<file path="src/hw/qp_pkg.sv">
// Shared constants of the quad potentiometer wiper controller.
// Assumes a 200 MHz system clock and 32-bit AXI4-Lite register access.
package qp_pkg;
  localparam int unsigned CLK_MHZ           = 200;
  // Glitch suppression width and non-volatile write cycle time
  localparam int unsigned GLITCH_REJECT_NS  = 50;
  localparam int unsigned GLITCH_CYCLES     = (GLITCH_REJECT_NS * CLK_MHZ + 999) / 1000;
  localparam int unsigned NV_WRITE_CYCLE_MS = 20;
  localparam int unsigned NV_WRITE_CYCLES   = NV_WRITE_CYCLE_MS * CLK_MHZ * 1000;
  localparam int unsigned RECALL_CYCLES     = 16;
  // Bus identity nibble, value is arbitrary
  localparam logic [3:0]  BUS_ID_NIBBLE     = 4'h5;

  localparam int unsigned NUM_POTS          = 4;
  localparam int unsigned TAP_W             = 7;
  localparam logic [6:0]  WIPER_RESET       = 7'h40;
  localparam logic [6:0]  STORE_INIT        = 7'h40;

  // Serial register addresses and access control bit positions
  localparam logic [7:0]  SER_ACR_ADDR      = 8'h08;
  localparam int unsigned ACR_VOL_BIT       = 7;
  localparam int unsigned ACR_PDN_BIT       = 6;
  localparam int unsigned ACR_WIP_BIT       = 5;
  localparam logic        ACR_VOL_RESET     = 1'b0;
  localparam logic        ACR_PDN_RESET     = 1'b1;

  // AXI4-Lite byte offsets
  localparam int unsigned AXI_ADDR_W        = 8;
  localparam logic [7:0]  OFS_WIPER0        = 8'h00;
  localparam logic [7:0]  OFS_STORE0        = 8'h10;
  localparam logic [7:0]  OFS_STATUS        = 8'h20;
  localparam logic [7:0]  OFS_CTRL          = 8'h24;
  localparam int unsigned ST_WIP_BIT        = 0;
  localparam int unsigned ST_PDN_BIT        = 1;
  localparam int unsigned ST_RECALL_BIT     = 2;
  localparam int unsigned ST_ACR_LSB        = 8;
  localparam int unsigned CTRL_EN_BIT       = 0;
  localparam logic        CTRL_EN_RESET     = 1'b1;
  localparam logic [1:0]  RESP_OKAY         = 2'h0;
  localparam logic [1:0]  RESP_SLVERR       = 2'h2;

  typedef enum logic [3:0] {
    ST_IDLE    = 4'h0,
    ST_DEV_ADR = 4'h1,
    ST_ACK_DEV = 4'h3,
    ST_REG_ADR = 4'h2,
    ST_ACK_REG = 4'h6,
    ST_WR_DATA = 4'h7,
    ST_ACK_WR  = 4'h5,
    ST_RD_DATA = 4'h4,
    ST_RD_ACK  = 4'hC
  } qp_state_t;
endpackage

</file>
<file path="src/hw/qp_glitch_filter.sv">
// Pulse suppression filter for one serial bus line.
// Assumes the input is already synchronous to CLK.
`timescale 1ns/1ps
module qp_glitch_filter #(
  parameter int unsigned STABLE_CYCLES = qp_pkg::GLITCH_CYCLES
) (
  input  wire logic CLK,   // System clock
  input  wire logic RST,   // Synchronous reset
  input  wire logic LINE,  // Raw line level
  output logic      LEVEL  // Filtered line level
);
  localparam int unsigned CW = $clog2(STABLE_CYCLES + 1);
  logic [CW-1:0] cnt;

  // Level only follows after the line has differed for the full width
  always_ff @(posedge CLK) begin
    if (RST) begin
      LEVEL <= 1'b1;
      cnt   <= '0;
    end else if (LINE == LEVEL) begin
      cnt <= '0;
    end else if (cnt == CW'(STABLE_CYCLES - 1)) begin
      LEVEL <= LINE;
      cnt   <= '0;
    end else begin
      cnt <= cnt + CW'(1);
    end
  end
endmodule

</file>
<file path="src/hw/qp_wiper_ctrl.sv">
// Digital control of a quad potentiometer: serial bus slave, wiper and
// initial store registers, power-down, self-timed store write, AXI4-Lite view.
// Assumes serial lines and straps are synchronous to CLK; RST acts as power-up.
//
// The AXI4-Lite interface to the registers and the placing of the registers were chosen for this implementation.
`timescale 1ns/1ps
module qp_wiper_ctrl #(
  parameter int unsigned NV_WRITE_CYCLES = qp_pkg::NV_WRITE_CYCLES,
  parameter int unsigned RECALL_CYCLES   = qp_pkg::RECALL_CYCLES,
  parameter int unsigned GLITCH_CYCLES   = qp_pkg::GLITCH_CYCLES,
  parameter logic [3:0]  BUS_ID_NIBBLE   = qp_pkg::BUS_ID_NIBBLE
) (
  input  wire logic        CLK,                   // System clock
  input  wire logic        RST,                   // Synchronous reset, power-up
  input  wire logic        SCL_I,                 // Serial clock line
  input  wire logic        SDA_I,                 // Serial data line level
  output logic             SDA_O,                 // Serial data drive value
  output logic             SDA_OE_N,              // Low while pulling data low
  input  wire logic [2:0]  BUS_ADDR_STRAPS,       // Address strap pins
  input  wire logic        POWER_DOWN_CONTROL_N,  // Power-down pin, low active
  output logic [27:0]      WIPER_TAP,             // Tap select, 7 bits per pot
  output logic [3:0]       HIGH_TERMINAL_OPEN,    // High end disconnected
  output logic [3:0]       WIPER_TO_LOW,          // Wiper tied to low terminal
  input  wire logic [7:0]  S_AXI_AWADDR,          // Write address
  input  wire logic        S_AXI_AWVALID,         // Write address valid
  output logic             S_AXI_AWREADY,         // Write address ready
  input  wire logic [31:0] S_AXI_WDATA,           // Write data
  input  wire logic [3:0]  S_AXI_WSTRB,           // Write byte strobes
  input  wire logic        S_AXI_WVALID,          // Write data valid
  output logic             S_AXI_WREADY,          // Write data ready
  output logic [1:0]       S_AXI_BRESP,           // Write response
  output logic             S_AXI_BVALID,          // Write response valid
  input  wire logic        S_AXI_BREADY,          // Write response ready
  input  wire logic [7:0]  S_AXI_ARADDR,          // Read address
  input  wire logic        S_AXI_ARVALID,         // Read address valid
  output logic             S_AXI_ARREADY,         // Read address ready
  output logic [31:0]      S_AXI_RDATA,           // Read data
  output logic [1:0]       S_AXI_RRESP,           // Read response
  output logic             S_AXI_RVALID,          // Read response valid
  input  wire logic        S_AXI_RREADY           // Read response ready
);
  localparam int unsigned NVW = $clog2(NV_WRITE_CYCLES + 1);
  localparam int unsigned RCW = $clog2(RECALL_CYCLES + 1);

  qp_pkg::qp_state_t state;
  logic [6:0]     wiper [qp_pkg::NUM_POTS];
  logic [6:0]     store [qp_pkg::NUM_POTS];
  logic           scl_f;
  logic           sda_f;
  logic           scl_q;
  logic           sda_q;
  logic [7:0]     shreg;
  logic [3:0]     bitcnt;
  logic [7:0]     ptr;
  logic [7:0]     out_byte;
  logic           rw;
  logic           master_nack;
  logic           volatile_target_select;
  logic           pdn_bit;
  logic           nv_write_pending;
  logic           nv_dirty;
  logic [NVW-1:0] nv_cnt;
  logic [RCW-1:0] recall_cnt;
  logic           recall_done;
  logic           ser_en;
  logic           pdn_active;
  logic           scl_rise;
  logic           scl_fall;
  logic           start_ev;
  logic           stop_ev;
  logic           byte_done;
  logic           dev_match;
  logic           wr_ev;
  logic           wr_wiper_ok;
  logic           wr_acr_ok;
  logic           recall_pulse;
  logic [7:0]     rd_byte;
  logic           axi_wr;
  logic           axi_rd;
  logic [31:0]    status_word;

  qp_glitch_filter #(.STABLE_CYCLES(GLITCH_CYCLES)) u_scl_filt (
    .CLK   (CLK),
    .RST   (RST),
    .LINE  (SCL_I),
    .LEVEL (scl_f)
  );

  qp_glitch_filter #(.STABLE_CYCLES(GLITCH_CYCLES)) u_sda_filt (
    .CLK   (CLK),
    .RST   (RST),
    .LINE  (SDA_I),
    .LEVEL (sda_f)
  );

  always_ff @(posedge CLK) begin
    if (RST) begin
      scl_q <= 1'b1;
      sda_q <= 1'b1;
    end else begin
      scl_q <= scl_f;
      sda_q <= sda_f;
    end
  end

  assign scl_rise  = scl_f & ~scl_q;
  assign scl_fall  = ~scl_f & scl_q;
  assign start_ev  = scl_f & scl_q & sda_q & ~sda_f;
  assign stop_ev   = scl_f & scl_q & ~sda_q & sda_f;
  assign byte_done = scl_fall & (bitcnt == 4'h8);
  assign dev_match = (shreg[7:1] == {BUS_ID_NIBBLE, BUS_ADDR_STRAPS});
  assign wr_ev     = byte_done & (state == qp_pkg::ST_WR_DATA);
  // Pending store write locks out wiper and control writes
  assign wr_wiper_ok = wr_ev & (ptr < 8'(qp_pkg::NUM_POTS)) & ~nv_write_pending;
  assign wr_acr_ok   = wr_ev & (ptr == qp_pkg::SER_ACR_ADDR) & ~nv_write_pending;
  assign pdn_active  = ~(POWER_DOWN_CONTROL_N & pdn_bit);

  // Readback byte; other addresses read as zero
  always_comb begin
    rd_byte = 8'h00;
    if (ptr < 8'(qp_pkg::NUM_POTS)) begin
      rd_byte = {1'b0, volatile_target_select ? wiper[ptr[1:0]] : store[ptr[1:0]]};
    end else if (ptr == qp_pkg::SER_ACR_ADDR) begin
      rd_byte = {volatile_target_select, pdn_bit, nv_write_pending, 5'h00};
    end
  end

  // Serial slave sequencing; power-down does not stop it
  always_ff @(posedge CLK) begin
    if (RST) begin
      state       <= qp_pkg::ST_IDLE;
      shreg       <= 8'h00;
      bitcnt      <= 4'h0;
      ptr         <= 8'h00;
      out_byte    <= 8'h00;
      rw          <= 1'b0;
      master_nack <= 1'b0;
      SDA_OE_N    <= 1'b1;
    end else if (!recall_done || !ser_en) begin
      state    <= qp_pkg::ST_IDLE;
      SDA_OE_N <= 1'b1;
    end else if (start_ev) begin
      state    <= qp_pkg::ST_DEV_ADR;
      bitcnt   <= 4'h0;
      SDA_OE_N <= 1'b1;
    end else if (stop_ev) begin
      state    <= qp_pkg::ST_IDLE;
      SDA_OE_N <= 1'b1;
    end else if (scl_rise) begin
      case (state)
        qp_pkg::ST_DEV_ADR, qp_pkg::ST_REG_ADR, qp_pkg::ST_WR_DATA: begin
          shreg  <= {shreg[6:0], sda_f};
          bitcnt <= bitcnt + 4'h1;
        end
        qp_pkg::ST_RD_DATA: begin
          bitcnt <= bitcnt + 4'h1;
        end
        qp_pkg::ST_RD_ACK: begin
          master_nack <= sda_f;
        end
        default: begin
        end
      endcase
    end else if (scl_fall) begin
      case (state)
        qp_pkg::ST_DEV_ADR: begin
          if (bitcnt == 4'h8) begin
            bitcnt <= 4'h0;
            if (dev_match) begin
              state    <= qp_pkg::ST_ACK_DEV;
              rw       <= shreg[0];
              SDA_OE_N <= 1'b0;
            end else begin
              state <= qp_pkg::ST_IDLE;
            end
          end
        end
        qp_pkg::ST_ACK_DEV: begin
          if (rw) begin
            state    <= qp_pkg::ST_RD_DATA;
            out_byte <= rd_byte;
            SDA_OE_N <= rd_byte[7];
          end else begin
            state    <= qp_pkg::ST_REG_ADR;
            SDA_OE_N <= 1'b1;
          end
        end
        qp_pkg::ST_REG_ADR: begin
          if (bitcnt == 4'h8) begin
            state    <= qp_pkg::ST_ACK_REG;
            ptr      <= shreg;
            bitcnt   <= 4'h0;
            SDA_OE_N <= 1'b0;
          end
        end
        qp_pkg::ST_ACK_REG: begin
          state    <= qp_pkg::ST_WR_DATA;
          SDA_OE_N <= 1'b1;
        end
        qp_pkg::ST_WR_DATA: begin
          if (bitcnt == 4'h8) begin
            state    <= qp_pkg::ST_ACK_WR;
            bitcnt   <= 4'h0;
            SDA_OE_N <= 1'b0;
          end
        end
        qp_pkg::ST_ACK_WR: begin
          state    <= qp_pkg::ST_WR_DATA;
          ptr      <= ptr + 8'h01;
          SDA_OE_N <= 1'b1;
        end
        qp_pkg::ST_RD_DATA: begin
          if (bitcnt == 4'h8) begin
            state    <= qp_pkg::ST_RD_ACK;
            ptr      <= ptr + 8'h01;  // Early so the next byte reads the new pointer
            SDA_OE_N <= 1'b1;
          end else begin
            SDA_OE_N <= out_byte[3'h7 - bitcnt[2:0]];
          end
        end
        qp_pkg::ST_RD_ACK: begin
          if (master_nack) begin
            state    <= qp_pkg::ST_IDLE;
            SDA_OE_N <= 1'b1;
          end else begin
            state    <= qp_pkg::ST_RD_DATA;
            bitcnt   <= 4'h0;
            out_byte <= rd_byte;
            SDA_OE_N <= rd_byte[7];
          end
        end
        default: begin
          state <= qp_pkg::ST_IDLE;
        end
      endcase
    end
  end

  // Line is never driven high; only the enable moves
  assign SDA_O = 1'b0;

  // Power-up recall of stored wiper values
  assign recall_pulse = ~recall_done & (recall_cnt == RCW'(RECALL_CYCLES - 1));

  always_ff @(posedge CLK) begin
    if (RST) begin
      recall_cnt  <= '0;
      recall_done <= 1'b0;
    end else if (!recall_done) begin
      recall_cnt  <= recall_cnt + RCW'(1);
      recall_done <= recall_pulse;
    end
  end

  always_ff @(posedge CLK) begin
    if (RST) begin
      for (int i = 0; i < qp_pkg::NUM_POTS; i++) begin
        wiper[i] <= qp_pkg::WIPER_RESET;
      end
    end else if (recall_pulse) begin
      for (int i = 0; i < qp_pkg::NUM_POTS; i++) begin
        wiper[i] <= store[i];
      end
    end else if (wr_wiper_ok) begin
      wiper[ptr[1:0]] <= shreg[6:0];
    end
  end

  // Serial writes win over a same-cycle register bus write
  always_ff @(posedge CLK) begin
    if (RST) begin
      for (int i = 0; i < qp_pkg::NUM_POTS; i++) begin
        store[i] <= qp_pkg::STORE_INIT;
      end
    end else if (wr_wiper_ok && !volatile_target_select) begin
      store[ptr[1:0]] <= shreg[6:0];
    end else if (axi_wr && S_AXI_AWADDR[7:4] == qp_pkg::OFS_STORE0[7:4]
                 && S_AXI_AWADDR[1:0] == 2'h0 && S_AXI_WSTRB[0]) begin
      store[S_AXI_AWADDR[3:2]] <= S_AXI_WDATA[6:0];
    end
  end

  always_ff @(posedge CLK) begin
    if (RST) begin
      volatile_target_select     <= qp_pkg::ACR_VOL_RESET;
      pdn_bit <= qp_pkg::ACR_PDN_RESET;
    end else if (wr_acr_ok) begin
      volatile_target_select     <= shreg[qp_pkg::ACR_VOL_BIT];
      pdn_bit <= shreg[qp_pkg::ACR_PDN_BIT];
    end
  end

  // Self-timed store write, started only by a stop
  always_ff @(posedge CLK) begin
    if (RST) begin
      nv_dirty <= 1'b0;
      nv_write_pending      <= 1'b0;
      nv_cnt   <= '0;
    end else begin
      if (wr_wiper_ok && !volatile_target_select) begin
        nv_dirty <= 1'b1;
      end else if (stop_ev) begin
        nv_dirty <= 1'b0;
      end
      if (stop_ev && nv_dirty && !nv_write_pending) begin
        nv_write_pending    <= 1'b1;
        nv_cnt <= NVW'(NV_WRITE_CYCLES - 1);
      end else if (nv_write_pending) begin
        if (nv_cnt == '0) begin
          nv_write_pending <= 1'b0;
        end else begin
          nv_cnt <= nv_cnt - NVW'(1);
        end
      end
    end
  end

  // Analog switch controls; wiper contents survive power-down
  always_ff @(posedge CLK) begin
    if (RST) begin
      WIPER_TAP          <= {4{qp_pkg::WIPER_RESET}};
      HIGH_TERMINAL_OPEN <= 4'h0;
      WIPER_TO_LOW       <= 4'h0;
    end else begin
      WIPER_TAP          <= {wiper[3], wiper[2], wiper[1], wiper[0]};
      HIGH_TERMINAL_OPEN <= {4{pdn_active}};
      WIPER_TO_LOW       <= {4{pdn_active}};
    end
  end

  // AXI4-Lite slave: address and data taken together, one of each at a time
  assign S_AXI_AWREADY = S_AXI_AWVALID & S_AXI_WVALID & ~S_AXI_BVALID;
  assign S_AXI_WREADY  = S_AXI_AWREADY;
  assign axi_wr        = S_AXI_AWREADY;
  assign S_AXI_ARREADY = ~S_AXI_RVALID;
  assign axi_rd        = S_AXI_ARVALID & S_AXI_ARREADY;

  always_ff @(posedge CLK) begin
    if (RST) begin
      ser_en       <= qp_pkg::CTRL_EN_RESET;
      S_AXI_BVALID <= 1'b0;
      S_AXI_BRESP  <= qp_pkg::RESP_OKAY;
    end else if (axi_wr) begin
      S_AXI_BVALID <= 1'b1;
      S_AXI_BRESP  <= qp_pkg::RESP_OKAY;
      if (S_AXI_AWADDR == qp_pkg::OFS_CTRL) begin
        if (S_AXI_WSTRB[0]) begin
          ser_en <= S_AXI_WDATA[qp_pkg::CTRL_EN_BIT];
        end
      end else if (!(S_AXI_AWADDR[7:4] == qp_pkg::OFS_STORE0[7:4]
                     && S_AXI_AWADDR[1:0] == 2'h0)) begin
        S_AXI_BRESP <= qp_pkg::RESP_SLVERR;
      end
    end else if (S_AXI_BREADY) begin
      S_AXI_BVALID <= 1'b0;
    end
  end

  always_comb begin
    status_word = 32'h0000_0000;
    status_word[qp_pkg::ST_WIP_BIT]                   = nv_write_pending;
    status_word[qp_pkg::ST_PDN_BIT]                   = pdn_active;
    status_word[qp_pkg::ST_RECALL_BIT]                = recall_done;
    status_word[qp_pkg::ST_ACR_LSB +: 8]              = {volatile_target_select, pdn_bit, nv_write_pending, 5'h00};
  end

  always_ff @(posedge CLK) begin
    if (RST) begin
      S_AXI_RVALID <= 1'b0;
      S_AXI_RDATA  <= 32'h0000_0000;
      S_AXI_RRESP  <= qp_pkg::RESP_OKAY;
    end else if (axi_rd) begin
      S_AXI_RVALID <= 1'b1;
      S_AXI_RRESP  <= qp_pkg::RESP_OKAY;
      S_AXI_RDATA  <= 32'h0000_0000;
      if (S_AXI_ARADDR[1:0] != 2'h0) begin
        S_AXI_RRESP <= qp_pkg::RESP_SLVERR;
      end else if (S_AXI_ARADDR[7:4] == qp_pkg::OFS_WIPER0[7:4]) begin
        S_AXI_RDATA <= {25'h0, wiper[S_AXI_ARADDR[3:2]]};
      end else if (S_AXI_ARADDR[7:4] == qp_pkg::OFS_STORE0[7:4]) begin
        S_AXI_RDATA <= {25'h0, store[S_AXI_ARADDR[3:2]]};
      end else if (S_AXI_ARADDR == qp_pkg::OFS_STATUS) begin
        S_AXI_RDATA <= status_word;
      end else if (S_AXI_ARADDR == qp_pkg::OFS_CTRL) begin
        S_AXI_RDATA <= {31'h0, ser_en};
      end else begin
        S_AXI_RRESP <= qp_pkg::RESP_SLVERR;
      end
    end else if (S_AXI_RREADY) begin
      S_AXI_RVALID <= 1'b0;
    end
  end
endmodule

</file>
<file path="config.mk">
export PLATFORM = sky130hd
export DESIGN_NAME = qp_wiper_ctrl
export DESIGN_NICKNAME = d
export VERILOG_FILES = /design/src/hw/qp_pkg.sv /design/src/hw/qp_glitch_filter.sv /design/src/hw/qp_wiper_ctrl.sv
export SDC_FILE = /design/constraint.sdc
export NUM_CORES = 1
export LEC_CHECK = 0
export ABC_AREA = 1
export BUFFER_PORTS_ARGS = -buffer_cell sky130_fd_sc_hd__buf_2
export CAP_MARGIN = 30
export CORE_MARGIN = 10
export CORE_UTILIZATION = 43
export DETAILED_ROUTE_END_ITERATION = 16
export GPL_ROUTABILITY_DRIVEN = 0
export GPL_TIMING_DRIVEN = 1
export PLACE_DENSITY_LB_ADDON = 0.15
export SLEW_MARGIN = 10
export SYNTH_ARGS = -nofsm -noshare
export SYNTH_HDL_FRONTEND = slang
export SYNTH_SLANG_ARGS = --single-unit
</file>
<file path="constraint.sdc">
create_clock -name CLK -period 2.22 [get_ports CLK]
set_input_delay 0.111 -clock CLK [delete_from_list [all_inputs] [get_ports CLK]]
set_output_delay 0.111 -clock CLK [all_outputs]
set_load 0.01 [all_outputs]
</file>
==> results.toml, run 1 <==
[status]
status = "finished clean"

[drt]
route.vias.total = 8561
drt-wirelength-per-cell_um = 16.3
drt_iter0_drc = 691
via_per_inst = 5.24
wl_um = 26600
final_antenna_net_count = 0
detail_route.first_pass.iterations = 5
drc = 0

[timing]
worstMarginPinSlew_ns = 0.707
skew_ns = 0.00891
slew_violations = 0
fin_crit_sh = 0.937
final.min_clock_period_ns = 2.08
tns_ns = 0
max_slew_margin = 0.529
setup_viol = 0
grt_setup_unrepaired = "false"
fmax_mhz = 481
finalHoldViolations = 0

[critical_path]
path_cells = "ha_1 > inv_1 > nor3_1 > ha_1 > a21oi_1 > and3_1 > nand2_1 > buf_4 > o22ai_1"
required_ns = 2.39
arrival_ns = 2.25
slowest_stage = "dfxtp_1"
max_stage_delay_ns = 0.35
crit_type = "flop to flop"
cpLargestDelayFamily = "simple AND/OR/NAND/NOR gates"
crit_path_end_kind = "flop"
start_kind = "flop"
crit_path_max_fanout = 8
crit_buf_inv = 2
path_common_cell = "ha_1"

[hold_path]
worst_hold_path_type = "input pin to flop"

[floorplan]
die_area_um2 = 28000
core_um2 = 21200
rows = 53
chipHeight_um = 167
die_w_um = 167
boundaryPins = 144
initial_core_util = 0.441

[grt]
grt_max_degree = 63
overflow = 0
track_usage = 0.184
grt_pass1_wl_um = 42600
grt_pass1_vias = 7939
antenna_found_initial = 0

[finish]
n_fill_cell = 2087
register_area_um2 = 4180
layout.cells.non_filler = 1634
antenna_cells = 0
final_cell_mix = "nand2_1 (187), nor2_1 (175), inv_1 (154)"
drive_above_1_share = 0.160
nNetsFinal = 1428
final_common_cell = "nand2_1"
multi_input_area_um2 = 4240
design_area_um2 = 10900
finish.utilization = 0.515
synthToLayoutAreaGrowth_pct = 17.0

[clock_network]
numClockSinks = 181
cts_buffers = 17
clockRootBuffer = "clkbuf_16"
clk_pin_slew_ns = 0.07
h-tree-depth = 4
clk_path_buf_depth = 2
clock_latency_ns = 0.44
cts_tree = "built"

[power_and_ir_drop]
p_per_area_nw_per_um2 = 659
pwr-share-comb = 0.053
power_frac_seq = 0.486
peakVddDrop_v = 0.000415
intPower_mw = 5.49
swShare = 0.238
p_leak_nw = 4.78
clkPwrFrac = 0.461
p_sw_mw = 1.72

[placement]
dp_hpwl_um = 20200
post_dp_cell_area_um2 = 10100
dpl.cell_count = 1589
port_buffers = 90

[synth]
post_synth.cell_area_avg_um2 = 7.61
ys_types = 51
synth_top_area_cell = "dfxtp_1"
ys_warn_count = 0
ys_seq_area_frac = 0.448
yosys_register_bits = 181
synth_area_um2 = 9350
syn-instance-count = 1228
yosysTopAreaCellShare = 0.268
synthTopCellsByArea = "dfxtp_1 (27%), edfxtp_1 (18%), nand2_1 (7.8%)"

[run]
cap_viol_max_count = 0
==> path summary, 6_finish.rpt <==
check | startpoint | to | slack (ns) | depth (start not counted)
max | recall_cnt[0] | wiper[2][3] | 0.14 | 9
min | S_AXI_WDATA[2] | store[3][2] | 0.05 | 3
max reg2reg | recall_cnt[0] | wiper[2][3] | 0.14 | 9
min reg2reg | S_AXI_RDATA[1] | S_AXI_RDATA[1] | 0.47 | 2
==> power groups by stage <==
| stage | Sequential (mW) | Combinational [mW] | Clock, mW |
|---|---|---|---|
| after global placement | 3.58 | 0.358 | 0 |
| after floorplan | 3.57 | 0.244 | 0 |
| after detailed placement | 3.58 | 0.362 | 0 |
| after CTS | 3.50 | 0.373 | 3.37 |
| final | 3.50 | 0.379 | 3.32 |
| after global routing | 3.51 | 0.420 | 3.51 |
==> state kept, by name (all words and copies together) (netlist names), 5 cells and up, named ones only <==
register,cells
nv_cnt,22
S_AXI_RDATA,10
wiper,28
out_byte,8
store,28
WIPER_TAP,28
shreg,8
ptr,8
recall_cnt,5
==> worst min-delay path: cells and delay by family <==
kind	cells	cell delay (ns)
simple gates	2	0.18
buf+inv	1	0.08
==> layout make-up <==
class                      instances  share of cell area
clock buffer                      21              0.0460
sequential                       181               0.383
tap                              275              0.0315
clock inverter                    11              0.0136
multi-input combinational        834               0.387
timing repair buffer             147              0.0822
inverter                         165              0.0566
==> stage by stage <==
stage | hold WS, ns | power [mW] | setup WS [ns]
2_1_floorplan | 0.207 | 3.82 | 0.0235
3_3_place_gp | 0.324 | 3.94 | 0.0751
3_5_place_dp | 0.327 | 3.94 | 0.0295
4_1_cts | 0.0479 | 7.24 | 0.00208
5_1_grt | 0.0777 | 7.44 | 0.0129
6_report | 0.0478 | 7.21 | 0.139
==> per-layer routing <==
metal,up-vias,GRT usage,wire [um]
li1,4262,-,-
met1,3928,0.265,12900
met2,342,0.269,11100
met3,29,0.0417,2260
met4,0,0.0530,403
met5,-,0,0
==> cell usage after synthesis, drive strengths merged <==
| cell | instances |
|---|---|
| nand3b | 1 |
| buf | 51 |
| and2 | 2 |
| dfxtp | 125 |
| nand3 | 79 |
| nand2 | 201 |
| ha | 17 |
| a21o | 1 |
| nor3 | 10 |
| o22ai | 25 |
| a31oi | 8 |
| a21oi | 95 |
| o2111ai | 2 |
| inv | 161 |
| nor2 | 188 |
| clkbuf | 21 |
| o221ai | 16 |
| a211oi | 4 |
| o21a | 2 |
| clkinv | 4 |
| o21ai | 89 |
| a22oi | 1 |
| a311oi | 2 |
| xnor2 | 6 |
| o21bai | 2 |
| nor4 | 2 |
| conb | 1 |
| edfxtp | 56 |
| o211ai | 10 |
| or2 | 5 |
| nand4 | 29 |
| xor2 | 10 |
| o31ai | 1 |
| and3 | 1 |
==> kinds of logic (layout without fill, tap and decap cells) <==
group                      after synthesis  in the layout  share of synthesized area
xor gates and xnor gates                16             16                     0.0150
and+or+nand+nor                        518            518                      0.244
buffers and inverters                  237            344                      0.112
AOI/OAI and AO/OA                      258            258                      0.158
DFF                                    181            181                      0.448
other                                    1             25                   0.000401
adders and majority gates               17             17                     0.0228
==> repair_timing <==
| item | 4_1_cts | 5_1_grt |
|---|---|---|
| buffers inserted | 1 | 4 |
| hold endpoints to repair | 6 | 0 |
| resized for setup | 0 | 9 |
| hold buffers | 8 | 0 |
| setup endpoints to repair | 7 | 57 |
| pin swaps | 1 | 1 |
No activity file was read; power rests on OpenSTA's default activity.
==> run 2: changes to the inputs <==
--- a/config.mk
+++ b/config.mk
@@ -10,3 +10,3 @@
 export CAP_MARGIN = 30
-export CORE_MARGIN = 10
+export CORE_MARGIN = 5
 export CORE_UTILIZATION = 43
@@ -16,3 +16,3 @@
 export PLACE_DENSITY_LB_ADDON = 0.15
-export SLEW_MARGIN = 10
+export SLEW_MARGIN = 30
 export SYNTH_ARGS = -nofsm -noshare
--- a/constraint.sdc
+++ b/constraint.sdc
@@ -3,2 +3,2 @@
 set_output_delay 0.111 -clock CLK [all_outputs]
-set_load 0.01 [all_outputs]
+set_load 0.02 [all_outputs]
==> results.toml, run 2 (synthesized netlist as in run 1, its figures left out) <==
[status]
status = "finished clean"

[critical_path]
crit_path_max_fanout = 8
crit_path_end_kind = "flop"
start_kind = "flop"
crit_type = "flop to flop"
arrival_ns = 2.27
required_ns = 2.37

[timing]
fin_crit_sh = 0.951
worstMarginPinSlew_ns = 0.557
setup_viol = 0
max_slew_margin = 0.629
fmax_mhz = 474
skew_ns = 0.0122
slew_violations = 0
finalHoldViolations = 0
grt_setup_unrepaired = "false"
holdWs_ns = 0.0563
tns_ns = 0
final.min_clock_period_ns = 2.11

[clock_network]
cts_tree = "built"
cts_buffers = 17
clockRootBuffer = "clkbuf_16"
numClockSinks = 181
clock_latency_ns = 0.44
clk_pin_slew_ns = 0.07
h-tree-depth = 4
clk_path_buf_depth = 2

[placement]
dp_hpwl_um = 19700
port_buffers = 90

[floorplan]
boundaryPins = 144
rows = 54
die_area_um2 = 24800
initial_core_util = 0.432
core_um2 = 21600
chipHeight_um = 157
die_w_um = 157

[grt]
grt_pass1_vias = 7825
antenna_found_initial = 0
grt_max_degree = 54
overflow = 0
track_usage = 0.212
grt_pass1_wl_um = 41700

[drt]
drt_iter0_drc = 715
drt-wirelength-per-cell_um = 15.8
final_antenna_net_count = 0
detail_route.first_pass.iterations = 5
drc = 0
route.vias.total = 8490
wl_um = 25900
via_per_inst = 5.18

[finish]
synthToLayoutAreaGrowth_pct = 16.3
final_cell_mix = "nand2_1 (189), nor2_1 (176), inv_1 (154)"
final_common_cell = "nand2_1"
drive_above_1_share = 0.159
biggestRegsByFlops = "WIPER_TAP (28), store (28), wiper (28)"
antenna_cells = 0
nNetsFinal = 1429

[power_and_ir_drop]
p_per_area_nw_per_um2 = 641
fin_total_pwr_mw = 6.97
p_leak_nw = 4.75
peakVddDrop_v = 0.000432

[run]
cap_viol_max_count = 0

[hold_path]
worst_hold_path_type = "input pin to flop"
run 2: cell types whose count changed in the layout (fill, tap and decap cells not counted), sizes merged:
cell	previous run	this run
buf	139	141
bufinv	2	0
inv	169	172
dlygate4sd3	8	7
clkbuf	21	18
clkinv	5	7
run 2: timing repair:
| item | in CTS | in global routing |
|---|---|---|
| buffers inserted | 2 | 3 |
| gates resized for setup | 0 | 5 |
| hold buffers | 7 | 0 |
| endpoints found under the hold margin | 6 | 0 |
| endpoints found under the setup margin | 4 | 51 |
| gates cloned | 0 | 0 |
| pin swaps | 2 | 3 |
run 2: where the power goes:
part           switching (mW)  internal [mW]
sequential             0.0424           3.46
clock                    1.50           1.55
combinational           0.293          0.124
total                    1.83           5.13
run 2: final timing paths:
| path | slack, ns | start | depth (start not counted) | to |
|---|---|---|---|---|
| min | 0.06 | S_AXI_WDATA[2] | 3 | store[3][2] |
| min reg2reg | 0.46 | S_AXI_RDATA[13] | 2 | S_AXI_RDATA[13] |
| max reg2reg | 0.11 | u_scl_filt.LEVEL | 10 | store[3][0] |
| max | 0.11 | u_scl_filt.LEVEL | 10 | store[3][0] |
run 2: final cells by class:
| type | instances | area (um^2) |
|---|---|---|
| Clock inverter | 14 | 153 |
| Sequential cell | 181 | 4180 |
| Clock buffer | 18 | 439 |
| Multi-Input combinational cell | 834 | 4220 |
| Timing Repair Buffer | 148 | 903 |
| Tap cell | 280 | 350 |
| Inverter | 165 | 619 |
| Fill cell | 2135 | 10700 |
run 2: worst max-delay path, stage by stage (launching register included):
cell and delay (ns):
dfxtp_1 0.31, inv_1 0.09, ha_1 0.19, nand4_1 0.16, nor2_4 0.20, nand3_4 0.17, nand4_2 0.14, o21ai_4 0.10
buf_4 0.16, nor3_2 0.11, buf_4 0.18
run 2: layer usage:
metal  GRT usage  vias to the layer above  part of all wire
met5           0                        -                 0
met4      0.0569                        0             0.011
met3      0.0313                       23             0.077
met2       0.318                      346              0.42
met1       0.321                     3851              0.49
li1            -                     4270                 -
run 2: metrics by stage:
step	instances	utilization	cell area [um^2]	setup slack (ns)
final	1640	0.503	10900	0.109
after global routing	1640	0.503	10900	0.0119
after CTS	1637	0.501	10800	0.0114
after detailed placement	1596	0.470	10200	0.0164
after global placement	1596	0.470	10200	0.0610
after floorplan	1252	-	9440	0.0235
==> run 3: changes to the inputs <==
--- a/config.mk
+++ b/config.mk
@@ -16,3 +16,3 @@
 export PLACE_DENSITY_LB_ADDON = 0.15
-export SLEW_MARGIN = 30
+export SLEW_MARGIN = 5
 export SYNTH_ARGS = -nofsm -noshare
==> constraint.sdc (replaced) <==
create_clock -name CLK -period 2.22 [get_ports CLK]
set_input_delay 0.333 -clock CLK [delete_from_list [all_inputs] [get_ports CLK]]
set_output_delay 0.333 -clock CLK [all_outputs]
set_load 0.02 [all_outputs]
==> results.toml, run 3 (synthesized netlist as in run 1, its figures left out) <==
[status]
status = "finished clean"

[clock_network]
cts_tree = "built"
clk_path_buf_depth = 2
clk_pin_slew_ns = 0.07
numClockSinks = 181
clockRootBuffer = "clkbuf_16"
h-tree-depth = 4
clock_latency_ns = 0.43
cts_hold_buf = 0
cts_buffers = 17

[critical_path]
crit_path_start = "bitcnt[1]"
crit_type = "flop to flop"
required_ns = 2.41
r2r-start = "bitcnt[1]"
crit_path_max_fanout = 7
crit_end = "store[2][1]"
r2r_slack_ns = 0.13
regToRegEndpoint = "store[2][1]"
r2r_cells = 9
start_kind = "flop"
crit_path_end_kind = "flop"
arrival_ns = 2.27

[power_and_ir_drop]
p_leak_nw = 4.72
power_frac_seq = 0.502
clkPwrFrac = 0.439
p_sw_mw = 1.76
p_per_area_nw_per_um2 = 645
swShare = 0.252
intPower_mw = 5.22
peakVddDrop_v = 0.000463
pwr-share-comb = 0.059

[timing]
final.min_clock_period_ns = 2.09
slew_violations = 0
tns_ns = 0
max_slew_margin = 0.549
setup_viol = 0
skew_ns = 0.0114
finalHoldViolations = 0
fmax_mhz = 479
fin_crit_sh = 0.940
grt_setup_unrepaired = "false"
worstMarginPinSlew_ns = 0.677

[placement]
post_dp_cell_area_um2 = 10200
dp_hpwl_um = 19800
port_buffers = 90

[drt]
route.vias.total = 8536
final_antenna_net_count = 0
detail_route.first_pass.iterations = 5
drt_iter0_drc = 670
drt-wirelength-per-cell_um = 15.7
drc = 0
wl_um = 25700
via_per_inst = 5.23

[finish]
drive_above_1_share = 0.163
nNetsFinal = 1421
antenna_cells = 0
n_fill_cell = 2153
design_area_um2 = 10800
final_common_cell = "nand2_1"
synthToLayoutAreaGrowth_pct = 15.8
final_cell_mix = "nand2_1 (187), nor2_1 (176), inv_1 (153)"
biggestRegsByFlops = "WIPER_TAP (28), store (28), wiper (28)"

[run]
cap_viol_max_count = 0

[floorplan]
die_area_um2 = 24800
core_um2 = 21600
boundaryPins = 144
initial_core_util = 0.432
chipHeight_um = 157
rows = 54
die_w_um = 157

[grt]
track_usage = 0.212
grt_max_degree = 63
grt_pass1_wl_um = 41800
antenna_found_initial = 0
grt_pass1_vias = 7882
overflow = 0

[hold_path]
worst_hold_path_type = "input pin to flop"
run 3: repair_timing:
| action | CTS | global route |
|---|---|---|
| resized for setup | 0 | 13 |
| setup buffers | 0 | 3 |
| endpoints found under the setup margin | 0 | 61 |
run 3: worst min-delay path by stage:
stage,from,endpoint,slack (ns),cells after the start
floorplan,wiper[2][6],WIPER_TAP[20],0.43,2
global route,POWER_DOWN_CONTROL_N,WIPER_TO_LOW[0],0.1,2
detailed placement,S_AXI_RDATA[2],S_AXI_RDATA[2],0.46,2
global placement,u_sda_filt.cnt[0],u_sda_filt.cnt[0],0.45,1
CTS,POWER_DOWN_CONTROL_N,WIPER_TO_LOW[0],0.08,2
finish,POWER_DOWN_CONTROL_N,WIPER_TO_LOW[0],0.1,2
run 3: power by group through the flow:
stage               combinational, mW  clock, mW  sequential, mW
floorplan                       0.271          0            3.59
global placement                0.405          0            3.58
detailed placement              0.409          0            3.58
CTS                             0.410       3.12            3.50
global route                    0.457       3.27            3.51
finish                          0.415       3.06            3.50
run 3: critical path, cell delays in order, from the launching register on:
cell and delay [ns]:
dfxtp_1 0.31, inv_1 0.11, ha_4 0.16, nand4_1 0.16
nor2_4 0.25, nand4_1 0.21, o21ai_4 0.33, inv_2 0.09
nand2_4 0.13, nand2_4 0.09
run 3: area by class of cell:
| type | count | area (um^2) | area share |
|---|---|---|---|
| Multi-Input combinational cell | 834 | 4250 | 0.393 |
| Sequential cell | 181 | 4180 | 0.386 |
| Timing Repair Buffer | 140 | 826 | 0.0763 |
| Inverter | 165 | 619 | 0.0572 |
| Clock buffer | 18 | 439 | 0.0406 |
| Tap cell | 280 | 350 | 0.0324 |
| Clock inverter | 14 | 158 | 0.0146 |
run 3: through the flow:
stage	power, mW	setup slack, ns	instances	utilization	hold slack, ns
detailed placement	3.99	0.0228	1597	0.470	0.458
floorplan	3.86	0.0235	1252	-	0.425
finish	6.98	0.133	1632	0.501	0.0955
global route	7.24	0.00112	1632	0.501	0.0951
CTS	7.03	0.000634	1629	0.498	0.0820
global placement	3.98	0.0460	1597	0.470	0.447
run 3: metal layers:
layer,part of all wire,track usage,wire (um),vias to the layer above
met2,0.42,0.312,10700,327
li1,-,-,-,4258
met3,0.072,0.0300,1860,28
met5,0,0,0,-
met4,0.014,0.0537,352,0
met1,0.50,0.325,12700,3923
